--- src/hw/clbo_pkg.sv ---
// constants, types and helpers of the logic / bit / clock execution unit
// assumes 24-bit working registers and a 32-bit ahb-lite register bus
package clbo_pkg;

   localparam int          CLBO_DW        = 24;

   // register byte offsets
   localparam logic [7:0]  CLBO_OFS_CMD   = 8'h00;
   localparam logic [7:0]  CLBO_OFS_IMM   = 8'h04;
   localparam logic [7:0]  CLBO_OFS_STAT  = 8'h08;
   localparam logic [7:0]  CLBO_OFS_X     = 8'h0c;
   localparam logic [7:0]  CLBO_OFS_Y     = 8'h10;
   localparam logic [7:0]  CLBO_OFS_Z     = 8'h14;
   localparam logic [7:0]  CLBO_OFS_PTR   = 8'h18;
   localparam logic [7:0]  CLBO_OFS_RAMD  = 8'h1c;

   // command word field positions
   localparam int          CLBO_CMD_OP    = 0;
   localparam int          CLBO_CMD_DST   = 4;
   localparam int          CLBO_CMD_SRC   = 6;
   localparam int          CLBO_CMD_CONST = 8;
   localparam int          CLBO_CMD_POS   = 16;

   // status word field positions
   localparam int          CLBO_ST_BUSY   = 0;
   localparam int          CLBO_ST_Z      = 1;
   localparam int          CLBO_ST_S      = 2;
   localparam int          CLBO_ST_O      = 3;
   localparam int          CLBO_ST_C      = 4;
   localparam int          CLBO_ST_SSEL   = 8;
   localparam int          CLBO_ST_SON    = 9;
   localparam int          CLBO_ST_BYTES  = 12;

   // operation codes
   localparam logic [2:0]  CLBO_OP_AND    = 3'h0;
   localparam logic [2:0]  CLBO_OP_BITCLR = 3'h1;
   localparam logic [2:0]  CLBO_OP_BITINV = 3'h2;
   localparam logic [2:0]  CLBO_OP_BITSET = 3'h3;
   localparam logic [2:0]  CLBO_OP_CLEAR  = 3'h4;
   localparam logic [2:0]  CLBO_OP_SLOW   = 3'h5;
   localparam logic [2:0]  CLBO_OP_CLRCO  = 3'h6;

   // cycle counts and byte lengths per operation
   localparam logic [2:0]  CLBO_CYC_ANDA  = 3'h3;
   localparam logic [2:0]  CLBO_CYC_ANDK  = 3'h6;
   localparam logic [2:0]  CLBO_CYC_BIT   = 3'h2;
   localparam logic [2:0]  CLBO_CYC_CLEAR = 3'h1;
   localparam logic [2:0]  CLBO_CYC_SLOW  = 3'h3;
   localparam logic [2:0]  CLBO_CYC_CLRCO = 3'h1;
   localparam logic [3:0]  CLBO_LEN_ANDA  = 4'h2;
   localparam logic [3:0]  CLBO_LEN_ANDK  = 4'h5;
   localparam logic [3:0]  CLBO_LEN_BIT   = 4'h2;
   localparam logic [3:0]  CLBO_LEN_CLEAR = 4'h1;
   localparam logic [3:0]  CLBO_LEN_SLOW  = 4'h2;
   localparam logic [3:0]  CLBO_LEN_CLRCO = 4'h1;

   // values after reset
   localparam logic [23:0] CLBO_ACC_RST   = 24'h000000;
   localparam logic [3:0]  CLBO_FLAG_RST  = 4'h0;

   // operand selector: three registers and the pointer-addressed word
   typedef enum logic [1:0] {CLBO_SEL_X, CLBO_SEL_Y, CLBO_SEL_Z,
                             CLBO_SEL_R} clbo_sel_t;

   // cycles an operation occupies
   function automatic logic [2:0] clbo_op_cycles(input logic [2:0] op,
                                                 input logic       k);
      case (op)
         CLBO_OP_AND:   return k ? CLBO_CYC_ANDK : CLBO_CYC_ANDA;
         CLBO_OP_CLEAR: return CLBO_CYC_CLEAR;
         CLBO_OP_SLOW:  return CLBO_CYC_SLOW;
         CLBO_OP_CLRCO: return CLBO_CYC_CLRCO;
         default:       return CLBO_CYC_BIT;
      endcase
   endfunction

   // bytes an operation occupies in program memory
   function automatic logic [3:0] clbo_op_bytes(input logic [2:0] op,
                                                input logic       k);
      case (op)
         CLBO_OP_AND:   return k ? CLBO_LEN_ANDK : CLBO_LEN_ANDA;
         CLBO_OP_CLEAR: return CLBO_LEN_CLEAR;
         CLBO_OP_SLOW:  return CLBO_LEN_SLOW;
         CLBO_OP_CLRCO: return CLBO_LEN_CLRCO;
         default:       return CLBO_LEN_BIT;
      endcase
   endfunction

   // one-hot mask of a bit position; positions above 23 give no bit
   function automatic logic [23:0] clbo_bit_mask(input logic [4:0] pos);
      logic [23:0] m;
      m = 24'h000000;
      if (pos < 5'd24)
         m[pos] = 1'b1;
      return m;
   endfunction

   // pick one of the three working registers or the pointer-addressed ram word
   function automatic logic [23:0] clbo_pick(input clbo_sel_t   sel,
                                             input logic [23:0] x,
                                             input logic [23:0] y,
                                             input logic [23:0] z,
                                             input logic [23:0] r);
      case (sel)
         CLBO_SEL_X: return x;
         CLBO_SEL_Y: return y;
         CLBO_SEL_Z: return z;
         default:    return r;
      endcase
   endfunction

endpackage

--- src/hw/clbo_ram_if.sv ---
// signals between the execution unit and its working ram
// assumes one clock shared by both ends
`timescale 1ns/1ns
`default_nettype none
interface clbo_ram_if #(parameter int AW = 6, parameter int DW = 24);
   logic [AW-1:0] addr;
   logic          we;
   logic [DW-1:0] wdata;
   logic [DW-1:0] rdata;
   modport ctrl (output addr, output we, output wdata, input rdata);
   modport mem  (input addr, input we, input wdata, output rdata);
endinterface
`default_nettype wire

--- src/hw/clbo_ram.sv ---
// working ram of 24-bit words, one write and one registered read port
// assumes the controller holds the address steady while it needs the word
`timescale 1ns/1ns
`default_nettype none
module clbo_ram
   import clbo_pkg::*;
#(
   parameter int AW = 6
)(
   // clock
   input  wire logic  hclk,
   // memory side
   clbo_ram_if.mem    ram
);
   logic [CLBO_DW-1:0] mem_q [2**AW];
   logic [CLBO_DW-1:0] rdata_r;

   ////////////////////////////////////////////////////////////////////////
   // write on we, read data registered; a write shows one edge later
   always_ff @(posedge hclk)
   begin
      if (ram.we)
         mem_q[ram.addr] <= ram.wdata;
      rdata_r <= mem_q[ram.addr];
   end

   assign ram.rdata = rdata_r;
endmodule
`default_nettype wire

--- src/hw/clbo_exec.sv ---
// execution unit for and, bit clear/invert/set, clear, slow clock select
// and carry/overflow clear, with an ahb-lite register slave
// assumes a single-master ahb-lite bus on hclk; clock mux lies outside
// Contract
// RULE1 - and: destination gets destination and second operand; s,z updated
// RULE2 - and with register: 2 bytes, 3 cycles; with constant: 5 bytes, 6
// RULE3 - bit clear zeroes selected bit 0..23; s,z updated; 2 bytes 2 cycles
// RULE4 - bit invert xors one-hot mask into destination; s,z; 2 bytes 2 cycles
// RULE5 - bit set forces selected bit to one; s,z; 2 bytes 2 cycles
// RULE6 - clear writes zero to the register; s,z updated; 1 byte 1 cycle
// RULE7 - slow select 1 runs from 10 kHz; 0 turns slow clock off
// RULE8 - slow select: 2 bytes, 3 cycles, arithmetic flags untouched
// RULE9 - program must pass default clock between fast and slow selections
// RULE10 - carry/overflow clear zeroes c and o; 1 byte 1 cycle
// RULE11 - every register operand picks x, y, z or r
// RULE12 - r is the ram word at the pointer, used like a register
// RULE13 - flags follow the latest flag-affecting operation; 24-bit words
// RULE14 - z when result all zero, s copies bit 23, others hold
// RULE15 - clock change lands glitch-free after the operation completes
`timescale 1ns/1ns
`default_nettype none
module clbo_exec
   import clbo_pkg::*;
#(
   parameter int AW = 6
)(
   // clock and reset
   input  wire logic        hclk,
   input  wire logic        hresetn,
   // ahb-lite slave
   input  wire logic        hsel,
   input  wire logic [31:0] haddr,
   input  wire logic [1:0]  htrans,
   input  wire logic        hwrite,
   input  wire logic [2:0]  hsize,
   input  wire logic [31:0] hwdata,
   input  wire logic        hready,
   output logic             hreadyout,
   output logic             hresp,
   output logic [31:0]      hrdata,
   // processor clock control
   output logic             slow_clk_sel,
   output logic             slow_osc_en,
   output logic             exec_busy
);
   typedef enum logic {CLBO_IDLE, CLBO_EXEC} clbo_state_t;

   clbo_ram_if #(.AW(AW), .DW(CLBO_DW)) ram ();

   clbo_state_t        state_r, state_nxt;
   logic [2:0]         cnt_r, cnt_nxt;
   logic [2:0]         op_r;
   clbo_sel_t          dst_r, src_r;
   logic               kconst_r;
   logic [4:0]         pos_r;
   logic [23:0]        imm_r;
   logic [23:0]        acc_x_r, acc_y_r, acc_z_r;
   logic [AW-1:0]      ptr_r;
   logic               flag_c_r, flag_o_r, flag_s_r, flag_z_r;
   logic               ssel_r, son_r;
   logic [3:0]         bytes_r;
   logic               wpend_r, rwait_r;
   logic [7:0]         wa_r, ra_r;
   logic [31:0]        hrdata_r;

   ////////////////////////////////////////////////////////////////////////
   // bus decode: address phase, write data phase, refusal while busy
   logic        ap_valid, ap_wr, ap_rd, idle, wr_ok;
   logic        wr_cmd, wr_imm, wr_stat, wr_x, wr_y, wr_z, wr_ptr, wr_ramd;
   logic [2:0]  cmd_op;
   logic        cmd_k;
   assign ap_valid = hsel && htrans[1] && hready;
   assign ap_wr    = ap_valid && hwrite;
   assign ap_rd    = ap_valid && !hwrite;
   assign idle     = (state_r == CLBO_IDLE);
   assign wr_ok    = wpend_r && idle;      // writes while busy are dropped
   assign wr_cmd   = wr_ok && (wa_r == CLBO_OFS_CMD);
   assign wr_imm   = wr_ok && (wa_r == CLBO_OFS_IMM);
   assign wr_stat  = wr_ok && (wa_r == CLBO_OFS_STAT);
   assign wr_x     = wr_ok && (wa_r == CLBO_OFS_X);
   assign wr_y     = wr_ok && (wa_r == CLBO_OFS_Y);
   assign wr_z     = wr_ok && (wa_r == CLBO_OFS_Z);
   assign wr_ptr   = wr_ok && (wa_r == CLBO_OFS_PTR);
   assign wr_ramd  = wr_ok && (wa_r == CLBO_OFS_RAMD);
   assign cmd_op   = hwdata[CLBO_CMD_OP +: 3];
   assign cmd_k    = hwdata[CLBO_CMD_CONST];

   // answers: writes in zero waits, reads with one wait, always okay
   assign hreadyout = !rwait_r;
   assign hresp     = 1'b0;
   assign hrdata    = hrdata_r;

   // bus phase tracking
   always_ff @(posedge hclk or negedge hresetn)
   begin
      if (!hresetn)
      begin
         wpend_r <= 1'b0;
         rwait_r <= 1'b0;
         wa_r    <= 8'h00;
         ra_r    <= 8'h00;
      end
      else
      begin
         wpend_r <= ap_wr;
         rwait_r <= ap_rd;
         if (ap_valid)
         begin
            wa_r <= haddr[7:0];
            ra_r <= haddr[7:0];
         end
      end
   end

   ////////////////////////////////////////////////////////////////////////
   // operand fetch and result
   logic        commit, start, acc_op, flag_op;
   logic [23:0] dst_val, src_val, mask, result;
   assign start   = wr_cmd;
   assign commit  = (state_r == CLBO_EXEC) && (cnt_r == 3'h0);
   assign mask    = clbo_bit_mask(pos_r);
   assign dst_val = clbo_pick(dst_r, acc_x_r, acc_y_r, acc_z_r,
                              ram.rdata);                        // RULE11
   assign src_val = kconst_r ? imm_r
                  : clbo_pick(src_r, acc_x_r, acc_y_r, acc_z_r,
                              ram.rdata);                        // RULE11
   assign acc_op  = (op_r <= CLBO_OP_CLEAR);
   assign flag_op = acc_op || (op_r == CLBO_OP_CLRCO);

   // result of the accumulator operations
   always_comb
   begin
      case (op_r)
         CLBO_OP_AND:    result = dst_val & src_val;             // RULE1
         CLBO_OP_BITCLR: result = dst_val & ~mask;               // RULE3
         CLBO_OP_BITINV: result = dst_val ^ mask;                // RULE4
         CLBO_OP_BITSET: result = dst_val | mask;                // RULE5
         CLBO_OP_CLEAR:  result = CLBO_ACC_RST;                  // RULE6
         default:        result = dst_val;
      endcase
   end

   // ram port: pointer word, written by a commit to r or by software
   assign ram.addr  = ptr_r;
   assign ram.we    = (commit && acc_op && dst_r == CLBO_SEL_R) || wr_ramd;
   assign ram.wdata = commit ? result : hwdata[23:0];            // RULE12

   clbo_ram #(.AW(AW)) u_ram (
      .hclk (hclk),
      .ram  (ram.mem)
   );

   ////////////////////////////////////////////////////////////////////////
   // sequencer: counts the cycles of the operation, commits on the last
   always_comb
   begin
      state_nxt = state_r;
      cnt_nxt   = cnt_r;
      case (state_r)
         CLBO_IDLE:
            if (start)
            begin
               state_nxt = CLBO_EXEC;
               cnt_nxt   = clbo_op_cycles(cmd_op, cmd_k) - 3'h1; // RULE2
            end
         CLBO_EXEC:
            if (cnt_r == 3'h0)
               state_nxt = CLBO_IDLE;
            else
               cnt_nxt = cnt_r - 3'h1;
         default:
            state_nxt = CLBO_IDLE;
      endcase
   end

   // sequencer state and latched command
   always_ff @(posedge hclk or negedge hresetn)
   begin
      if (!hresetn)
      begin
         state_r  <= CLBO_IDLE;
         cnt_r    <= 3'h0;
         op_r     <= CLBO_OP_AND;
         dst_r    <= CLBO_SEL_X;
         src_r    <= CLBO_SEL_X;
         kconst_r <= 1'b0;
         pos_r    <= 5'h00;
         bytes_r  <= 4'h0;
      end
      else
      begin
         state_r <= state_nxt;
         cnt_r   <= cnt_nxt;
         if (start)
         begin
            op_r     <= cmd_op;
            dst_r    <= clbo_sel_t'(hwdata[CLBO_CMD_DST +: 2]);
            src_r    <= clbo_sel_t'(hwdata[CLBO_CMD_SRC +: 2]);
            kconst_r <= cmd_k;
            pos_r    <= hwdata[CLBO_CMD_POS +: 5];
            bytes_r  <= clbo_op_bytes(cmd_op, cmd_k);            // RULE8
         end
      end
   end

   ////////////////////////////////////////////////////////////////////////
   // working registers, pointer and constant
   always_ff @(posedge hclk or negedge hresetn)
   begin
      if (!hresetn)
      begin
         acc_x_r <= CLBO_ACC_RST;
         acc_y_r <= CLBO_ACC_RST;
         acc_z_r <= CLBO_ACC_RST;
         imm_r   <= CLBO_ACC_RST;
         ptr_r   <= '0;
      end
      else
      begin
         if (wr_x || (commit && acc_op && dst_r == CLBO_SEL_X))
            acc_x_r <= commit ? result : hwdata[23:0];           // RULE11
         if (wr_y || (commit && acc_op && dst_r == CLBO_SEL_Y))
            acc_y_r <= commit ? result : hwdata[23:0];
         if (wr_z || (commit && acc_op && dst_r == CLBO_SEL_Z))
            acc_z_r <= commit ? result : hwdata[23:0];
         if (wr_imm)
            imm_r <= hwdata[23:0];
         if (wr_ptr)
            ptr_r <= hwdata[AW-1:0];
      end
   end

   ////////////////////////////////////////////////////////////////////////
   // flags: s,z from accumulator results, c,o cleared, rest hold
   always_ff @(posedge hclk or negedge hresetn)
   begin
      if (!hresetn)
         {flag_c_r, flag_o_r, flag_s_r, flag_z_r} <= CLBO_FLAG_RST;
      else if (commit && acc_op)
      begin
         flag_s_r <= result[23];                                 // RULE14
         flag_z_r <= (result == 24'h000000);                     // RULE13
      end
      else if (commit && flag_op)
      begin
         flag_c_r <= 1'b0;                                       // RULE10
         flag_o_r <= 1'b0;
      end
      else if (wr_stat)
      begin
         flag_c_r <= hwdata[CLBO_ST_C];
         flag_o_r <= hwdata[CLBO_ST_O];
         flag_s_r <= hwdata[CLBO_ST_S];
         flag_z_r <= hwdata[CLBO_ST_Z];
      end
   end

   ////////////////////////////////////////////////////////////////////////
   // processor clock selection, changed once at the end of the operation
   always_ff @(posedge hclk or negedge hresetn)
   begin
      if (!hresetn)
      begin
         ssel_r <= 1'b0;
         son_r  <= 1'b0;
      end
      else if (commit && op_r == CLBO_OP_SLOW)                   // RULE15
      begin
         ssel_r <= pos_r[0];                                     // RULE7
         son_r  <= pos_r[0];
      end
   end

   assign slow_clk_sel = ssel_r;
   assign slow_osc_en  = son_r;
   assign exec_busy    = !idle;

   ////////////////////////////////////////////////////////////////////////
   // read mux, loaded in the wait cycle so ram data is settled
   logic [31:0] rd_mux, stat_word;
   always_comb
   begin
      stat_word                     = 32'h00000000;
      stat_word[CLBO_ST_BUSY]       = !idle;
      stat_word[CLBO_ST_Z]          = flag_z_r;
      stat_word[CLBO_ST_S]          = flag_s_r;
      stat_word[CLBO_ST_O]          = flag_o_r;
      stat_word[CLBO_ST_C]          = flag_c_r;
      stat_word[CLBO_ST_SSEL]       = ssel_r;
      stat_word[CLBO_ST_SON]        = son_r;
      stat_word[CLBO_ST_BYTES +: 4] = bytes_r;
      case (ra_r)
         CLBO_OFS_IMM:  rd_mux = {8'h00, imm_r};
         CLBO_OFS_STAT: rd_mux = stat_word;
         CLBO_OFS_X:    rd_mux = {8'h00, acc_x_r};
         CLBO_OFS_Y:    rd_mux = {8'h00, acc_y_r};
         CLBO_OFS_Z:    rd_mux = {8'h00, acc_z_r};
         CLBO_OFS_PTR:  rd_mux = {{(32-AW){1'b0}}, ptr_r};
         CLBO_OFS_RAMD: rd_mux = {8'h00, ram.rdata};
         default:       rd_mux = 32'h00000000;
      endcase
   end

   // read data register
   always_ff @(posedge hclk or negedge hresetn)
   begin
      if (!hresetn)
         hrdata_r <= 32'h00000000;
      else if (rwait_r)
         hrdata_r <= rd_mux;
   end
endmodule
`default_nettype wire

--- config.mk ---
export PLATFORM = sky130hd
export DESIGN_NAME = clbo_exec
export DESIGN_NICKNAME = d
export VERILOG_FILES = /design/src/hw/clbo_pkg.sv /design/src/hw/clbo_ram_if.sv /design/src/hw/clbo_ram.sv /design/src/hw/clbo_exec.sv
export SDC_FILE = /design/constraint.sdc
export NUM_CORES = 2
export LEC_CHECK = 0
export ABC_AREA = 0
export BUFFER_PORTS_ARGS = -buffer_cell sky130_fd_sc_hd__buf_4
export CAP_MARGIN = 10
export CORE_AREA = 2 2 410 412
export CTS_BUF_LIST = sky130_fd_sc_hd__clkbuf_4 sky130_fd_sc_hd__clkbuf_8
export CTS_CLUSTER_DIAMETER = 30
export CTS_CLUSTER_SIZE = 10
export DETAILED_ROUTE_END_ITERATION = 8
export DIE_AREA = 0 0 412 414
export HOLD_SLACK_MARGIN = 0.03
export RECOVER_POWER = 25
export SLEW_MARGIN = 25
export SYNTH_ARGS = -nofsm -noshare
export SYNTH_HDL_FRONTEND = slang
export SYNTH_SLANG_ARGS = --single-unit
--- constraint.sdc ---
create_clock -name hclk -period 5.6 [get_ports hclk]
set_input_delay 1.68 -clock hclk [delete_from_list [all_inputs] [get_ports hclk]]
set_output_delay 1.68 -clock hclk [all_outputs]
set_load 0.1 [all_outputs]
== Word level (Yosys, flattened, before mapping) ==
Memory sizes are Yosys's and may differ from the RTL's. A register that Yosys moved wholly into a read port is not among the register bits.
Cells that the tools add are included.
Word-level totals
  bits in registers: 170
  bits in writable memories: 1536
  input port bits: 74
  output and inout port bits: 37
  logic and storage cells: 135
  memories: 1
Memories
  u_ram.mem_q: words 64, width 24, read ports 1, clocked after memory_dff 1, wr ports 1, RTL line clbo_ram.sv:15  | logic [CLBO_DW-1:0] mem_q [2**AW];
Operators by class
  $add $sub $neg: 2
  $lt $le $gt $ge: 4
  eq/ne operators: 24
  muxes and demuxes: 33
  bitwise logic cells: 7
  reduce and logical (&&, ||, !) cells: 42
Operators by type and width (count)
  $pmux 24 s7: 1
  $pmux 24 s3: 2
  $pmux 24 s5: 1
  $mux 24: 3
  $and 24x24->24: 2
  $eq 8x5->1 const B: 4
  $logic_not 24->1: 1
  $not 24->24: 1
  $or 24x24->24: 1
  $xor 24x24->24: 1
  $logic_and 1x1->1: 22
  $eq 3x3->1 const B: 6
  $mux 3: 6
  $eq 8x4->1 const B: 2
  $mux 1: 15
  $pmux 3 s2: 2
  $logic_not 3->1: 3
  $pmux 3 s3: 1
  $eq 8x3->1 const B: 1
  $logic_not 8->1: 1
  $eq 2x2->1 const B: 3
  $eq 3x2->1 const B: 2
  $lt 5x6->1 const B: 1
  $reduce_and 2->1: 3
  other kinds (16): 27

== Logic depth before layout (Yosys ltp) ==
  depth in word-level cells: 10
  gate-level depth with buffers: 12
  depth with buffers taken out: 11

== Modules after synthesis ==
Synthesis repeated with hierarchy kept, for this count alone.
Second synthesis, totals
  cell total of the unflattened synthesis: 4403
  area total of the unflattened synthesis: 69830.7 sq um
By module, submodules not included
  clbo_ram: instances 1, cells each 3406, area each 59463.3 sq um, seq. area each 46604.7 sq um
  clbo_exec: instances 1, cells each 997, area each 10367.4 sq um, seq. area each 4028.9 sq um

== Worst setup path before layout ==
OpenSTA, ideal clock, no wires.
  kind: register -> register
  from: register state_r, in the netlist exec_busy
  to: memory u_ram.mem_q[0][10] (data pin)
  setup time: 0.564 ns
  arrival time: 3.855 ns
  required time: 5.036 ns
  setup slack: 1.181 ns
  cell stages (with the launch flop): 6
  buffers on the path: 2
  clock period less this slack: 4.419 ns
  path through: dfrtp_1 nor4b_1 clkbuf_1 clkbuf_1 nor2_1 a21oi_1
On the way
  word-level cells in the longest chain between the ends: 2
RTL lines
  from (decl): RTL line clbo_exec.sv:50  | clbo_state_t state_r, state_nxt;
  from (signal assigned): RTL line clbo_exec.sv:192  | state_r <= state_nxt;
  $logic_and 1x1->1: RTL line clbo_exec.sv:120  | assign commit = (state_r == CLBO_EXEC) && (cnt_r == 3'h0);
  $mux 24: RTL line clbo_exec.sv:146  | assign ram.wdata = commit ? result : hwdata[23:0];
  net ram.wdata[10]: RTL line clbo_ram_if.sv:8  | logic [DW-1:0] wdata;
  to (decl): RTL line clbo_ram.sv:15
The timed path passes the listed nets, and every way through them passes these cells.

==> flow_metrics.tcl <==
set metrics [dict create \
    status "complete, but fails checks" \
    violations "DRC, capacitance limit, slew limit" \
    drive_gt1_frac 0.238 \
    min_to "hrdata[12]" \
    period_share 0.838 \
    cp_cell_sequence "or4_1, or3_1, nor2_1, a22oi_2, buf_4, mux2_2" \
    ys_types 74 \
    start_kind "flop" \
    r2r_setup_slack_ps 910 \
    ys_seq_elements 1721 \
    yosysSeqAreaShare 0.767 \
    max-clock-path-buffers 4 \
    r2r-start "ra_r[5]" \
    ir_drop_mv 0.239 \
    synth_area_leaders "edfxtp_1 (70%), dfrtp_1 (6.1%), a22oi_1 (5.6%)" \
    crit_required_ps 6470 \
    grt_pass1_wl_um 287000 \
    critical_path_buf_inv_count 1 \
    slew_headroom -0.633 \
    fin_crit_ps 4690 \
    cpPeakStageDelay_ps 1800 \
    critical_path.top_delay_family "simple AND/OR/NAND/NOR gates" \
    ys_warn_count 0 \
    hp-class "reg -> reg" \
    drv_slew 633 \
    die_h_um 414 \
    cp.arrival_ps 5570 \
    area_growth_pct 18.0 \
    min-delay-start "hrdata[12]" \
    ys.flop_type "edfxtp_1" \
    cts_buffers 348 \
    ios 111 \
    drtIter0Drc 4875 \
    grt_pass1_vias 38700 \
    yosysTopAreaCellShare 0.699 \
    cts.sinks 1721 \
    vias_per_cell 6.06 \
    power_mw 30.4 \
    power_density_nw_per_um2 391 \
    r2r_cells 6 \
    grt.overflow.total 0 \
    final_common_cell "edfxtp_1" \
    r2r_end "acc_x_r[15]" \
    synthArstFlopShare 0.0936 \
    die_area_um2 171000 \
    die_w_um 412 \
    wl_per_cell_um 30.3 \
    detail_route.first_pass.iterations 9 \
    cts.clk_slew.worst_paths_ps 50 \
    crit_fanout 25 \
    syn_area_um2 66000 \
    tns_ps 0 \
    p_leak_nw 25.4 \
    gp_congestion 0.934 \
    dp_hpwl_um 114000 \
    cts_hold_buf 0 \
    hold_viol_final 0 \
    synth.avg_cell_area_um2 17.0 \
    initial_core_util 0.397 \
    hold_depth 1 \
    synth_largest_area_cell "edfxtp_1" \
    portBuffers 65 \
    grt_usage 0.232 \
    root_buffer "clkbuf_8" \
    cts_setup_buffers 0 \
    path_depth 6 \
    worst_slew_pin_slew_ps 2440 \
    drc_errors 1 \
    rsz0062_at_grt "false" \
    postSynthCellCount 3892 \
    clock_skew_ps 127 \
    wl_um 203000 \
    htreeDepth 5 \
    grt_antenna_before_repair 9 \
    fin_nets 4317 \
    rows 150 \
    maxCapViolCount 17 \
    critPathKind "reg -> reg" \
    vias 40600 \
    synth_edf_count 1536 \
    clock.fmax_ghz 0.213 \
    final_cell_mix "edfxtp_1 (1536), a22oi_1 (492), clkbuf_8 (358)" \
    setup_viol 0 \
    ant_nets 0 \
    clk-insertion-delay-late_ps 1090 \
    cp_slowest_cell "nor2_1" \
    grt_max_degree 93 \
    core_area_um2 166000 \
    cts_resized 0 \
    end_kind "flop" \
    cts_tree "yes" \
]
## state kept, by name, indices dropped and copies added, names as in the netlist, 2 cells and up
| name | count |
|---|---|
| u_ram.ram.rdata | 24 |
| hrdata | 24 |
| imm_r | 24 |
| op_r | 3 |
| acc_y_r | 24 |
| u_ram.mem_q | 1536 |
| ptr_r | 6 |
| bytes_r | 3 |
| dst_r | 2 |
| acc_x_r | 24 |
| src_r | 2 |
| ra_r | 8 |
| pos_r | 5 |
| acc_z_r | 24 |
| cnt_r | 3 |
## cell usage after synthesis (7+ instances only)
master and n:
clkbuf_1 194, ha_1 25, a211oi_1 15, dfxtp_1 24
a31oi_1 148, mux2_2 130, mux2i_1 28, nand3_1 37
buf_4 15, mux4_2 26, inv_1 36, a22oi_1 493
a21o_1 23, nand2_1 83, nand2b_1 9, nand4_1 51
nor4_1 23, nor3b_1 7, o21ai_0 20, buf_1 45
a22o_1 152, o22ai_1 10, a21oi_1 120, dfrtp_1 161
a221oi_1 162, edfxtp_1 1536, nor2b_1 11, and2_1 10
nor3_1 9, nor2_1 121, a222oi_1 29, o211ai_1 11
buf_2 33
## per-layer routing
metal,wire [um],global-route usage,vias to the layer above
li1,-,-,17000
met1,82000,0.327,21000
met2,93700,0.353,2348
met3,19900,0.0527,360
met4,7160,0.0852,0
met5,0,0,-
## final cells by class
class                           instances  area, um^2
Antenna cell                            6        15.0
Multi-Input combinational cell       1853       14500
Fill cell                           14200       88400
Sequential cell                      1721       50600
Timing Repair Buffer                  256        2110
Clock inverter                        223        2490
Inverter                               38         143
Clock buffer                          397        5220
Tap cell                             2204        2760
## power breakdown
part,internal (mW),switching (mW),leakage [nW],total (mW)
registers,14.2,0.207,16.0,14.4
clock network,8.48,5.73,3.88,14.2
logic,0.562,1.24,5.48,1.81
total,23.2,7.18,25.4,30.4
## logic make-up (layout without fill, tap and decap cells)
group | after synthesis | in the layout | synth area share
muxes | 190 | 190 | 0.0377
adders and majority gates | 25 | 25 | 0.00474
DFF | 1721 | 1721 | 0.767
other | 1 | 15 | 0.0000568
and+or+nand+nor | 402 | 402 | 0.0308
buffers and inverters | 326 | 914 | 0.0201
AOI/OAI and AO/OA | 1227 | 1227 | 0.139
## per-stage QoR
| stage | hold WS, ps | util | worst slack, ps | instance area (um^2) | std cells |
|---|---|---|---|---|---|
| after CTS | 479 | 0.469 | 1530 | 78000 | 6691 |
| after floorplan | 450 | - | 1180 | 66000 | 3900 |
| after global routing | 489 | 0.468 | 773 | 77800 | 6694 |
| final | 473 | 0.468 | 908 | 77800 | 6698 |
| after global placement | 463 | 0.422 | 1710 | 70200 | 6069 |
| after detailed placement | 470 | 0.423 | 1800 | 70300 | 6071 |
## worst max-delay path by stage
stage | start | endpoint | slack (ps)
detailed placement | ptr_r[2] | u_ram.mem_q[32][4] | 1800
global route | dst_r[0] | u_ram.mem_q[42][19] | 770
CTS | rwait_r | hreadyout | 1530
global placement | dst_r[0] | u_ram.mem_q[45][1] | 1710
finish | ra_r[5] | acc_x_r[15] | 910
floorplan | exec_busy | u_ram.mem_q[0][10] | 1180
No activity file was read; power rests on OpenSTA's default activity.
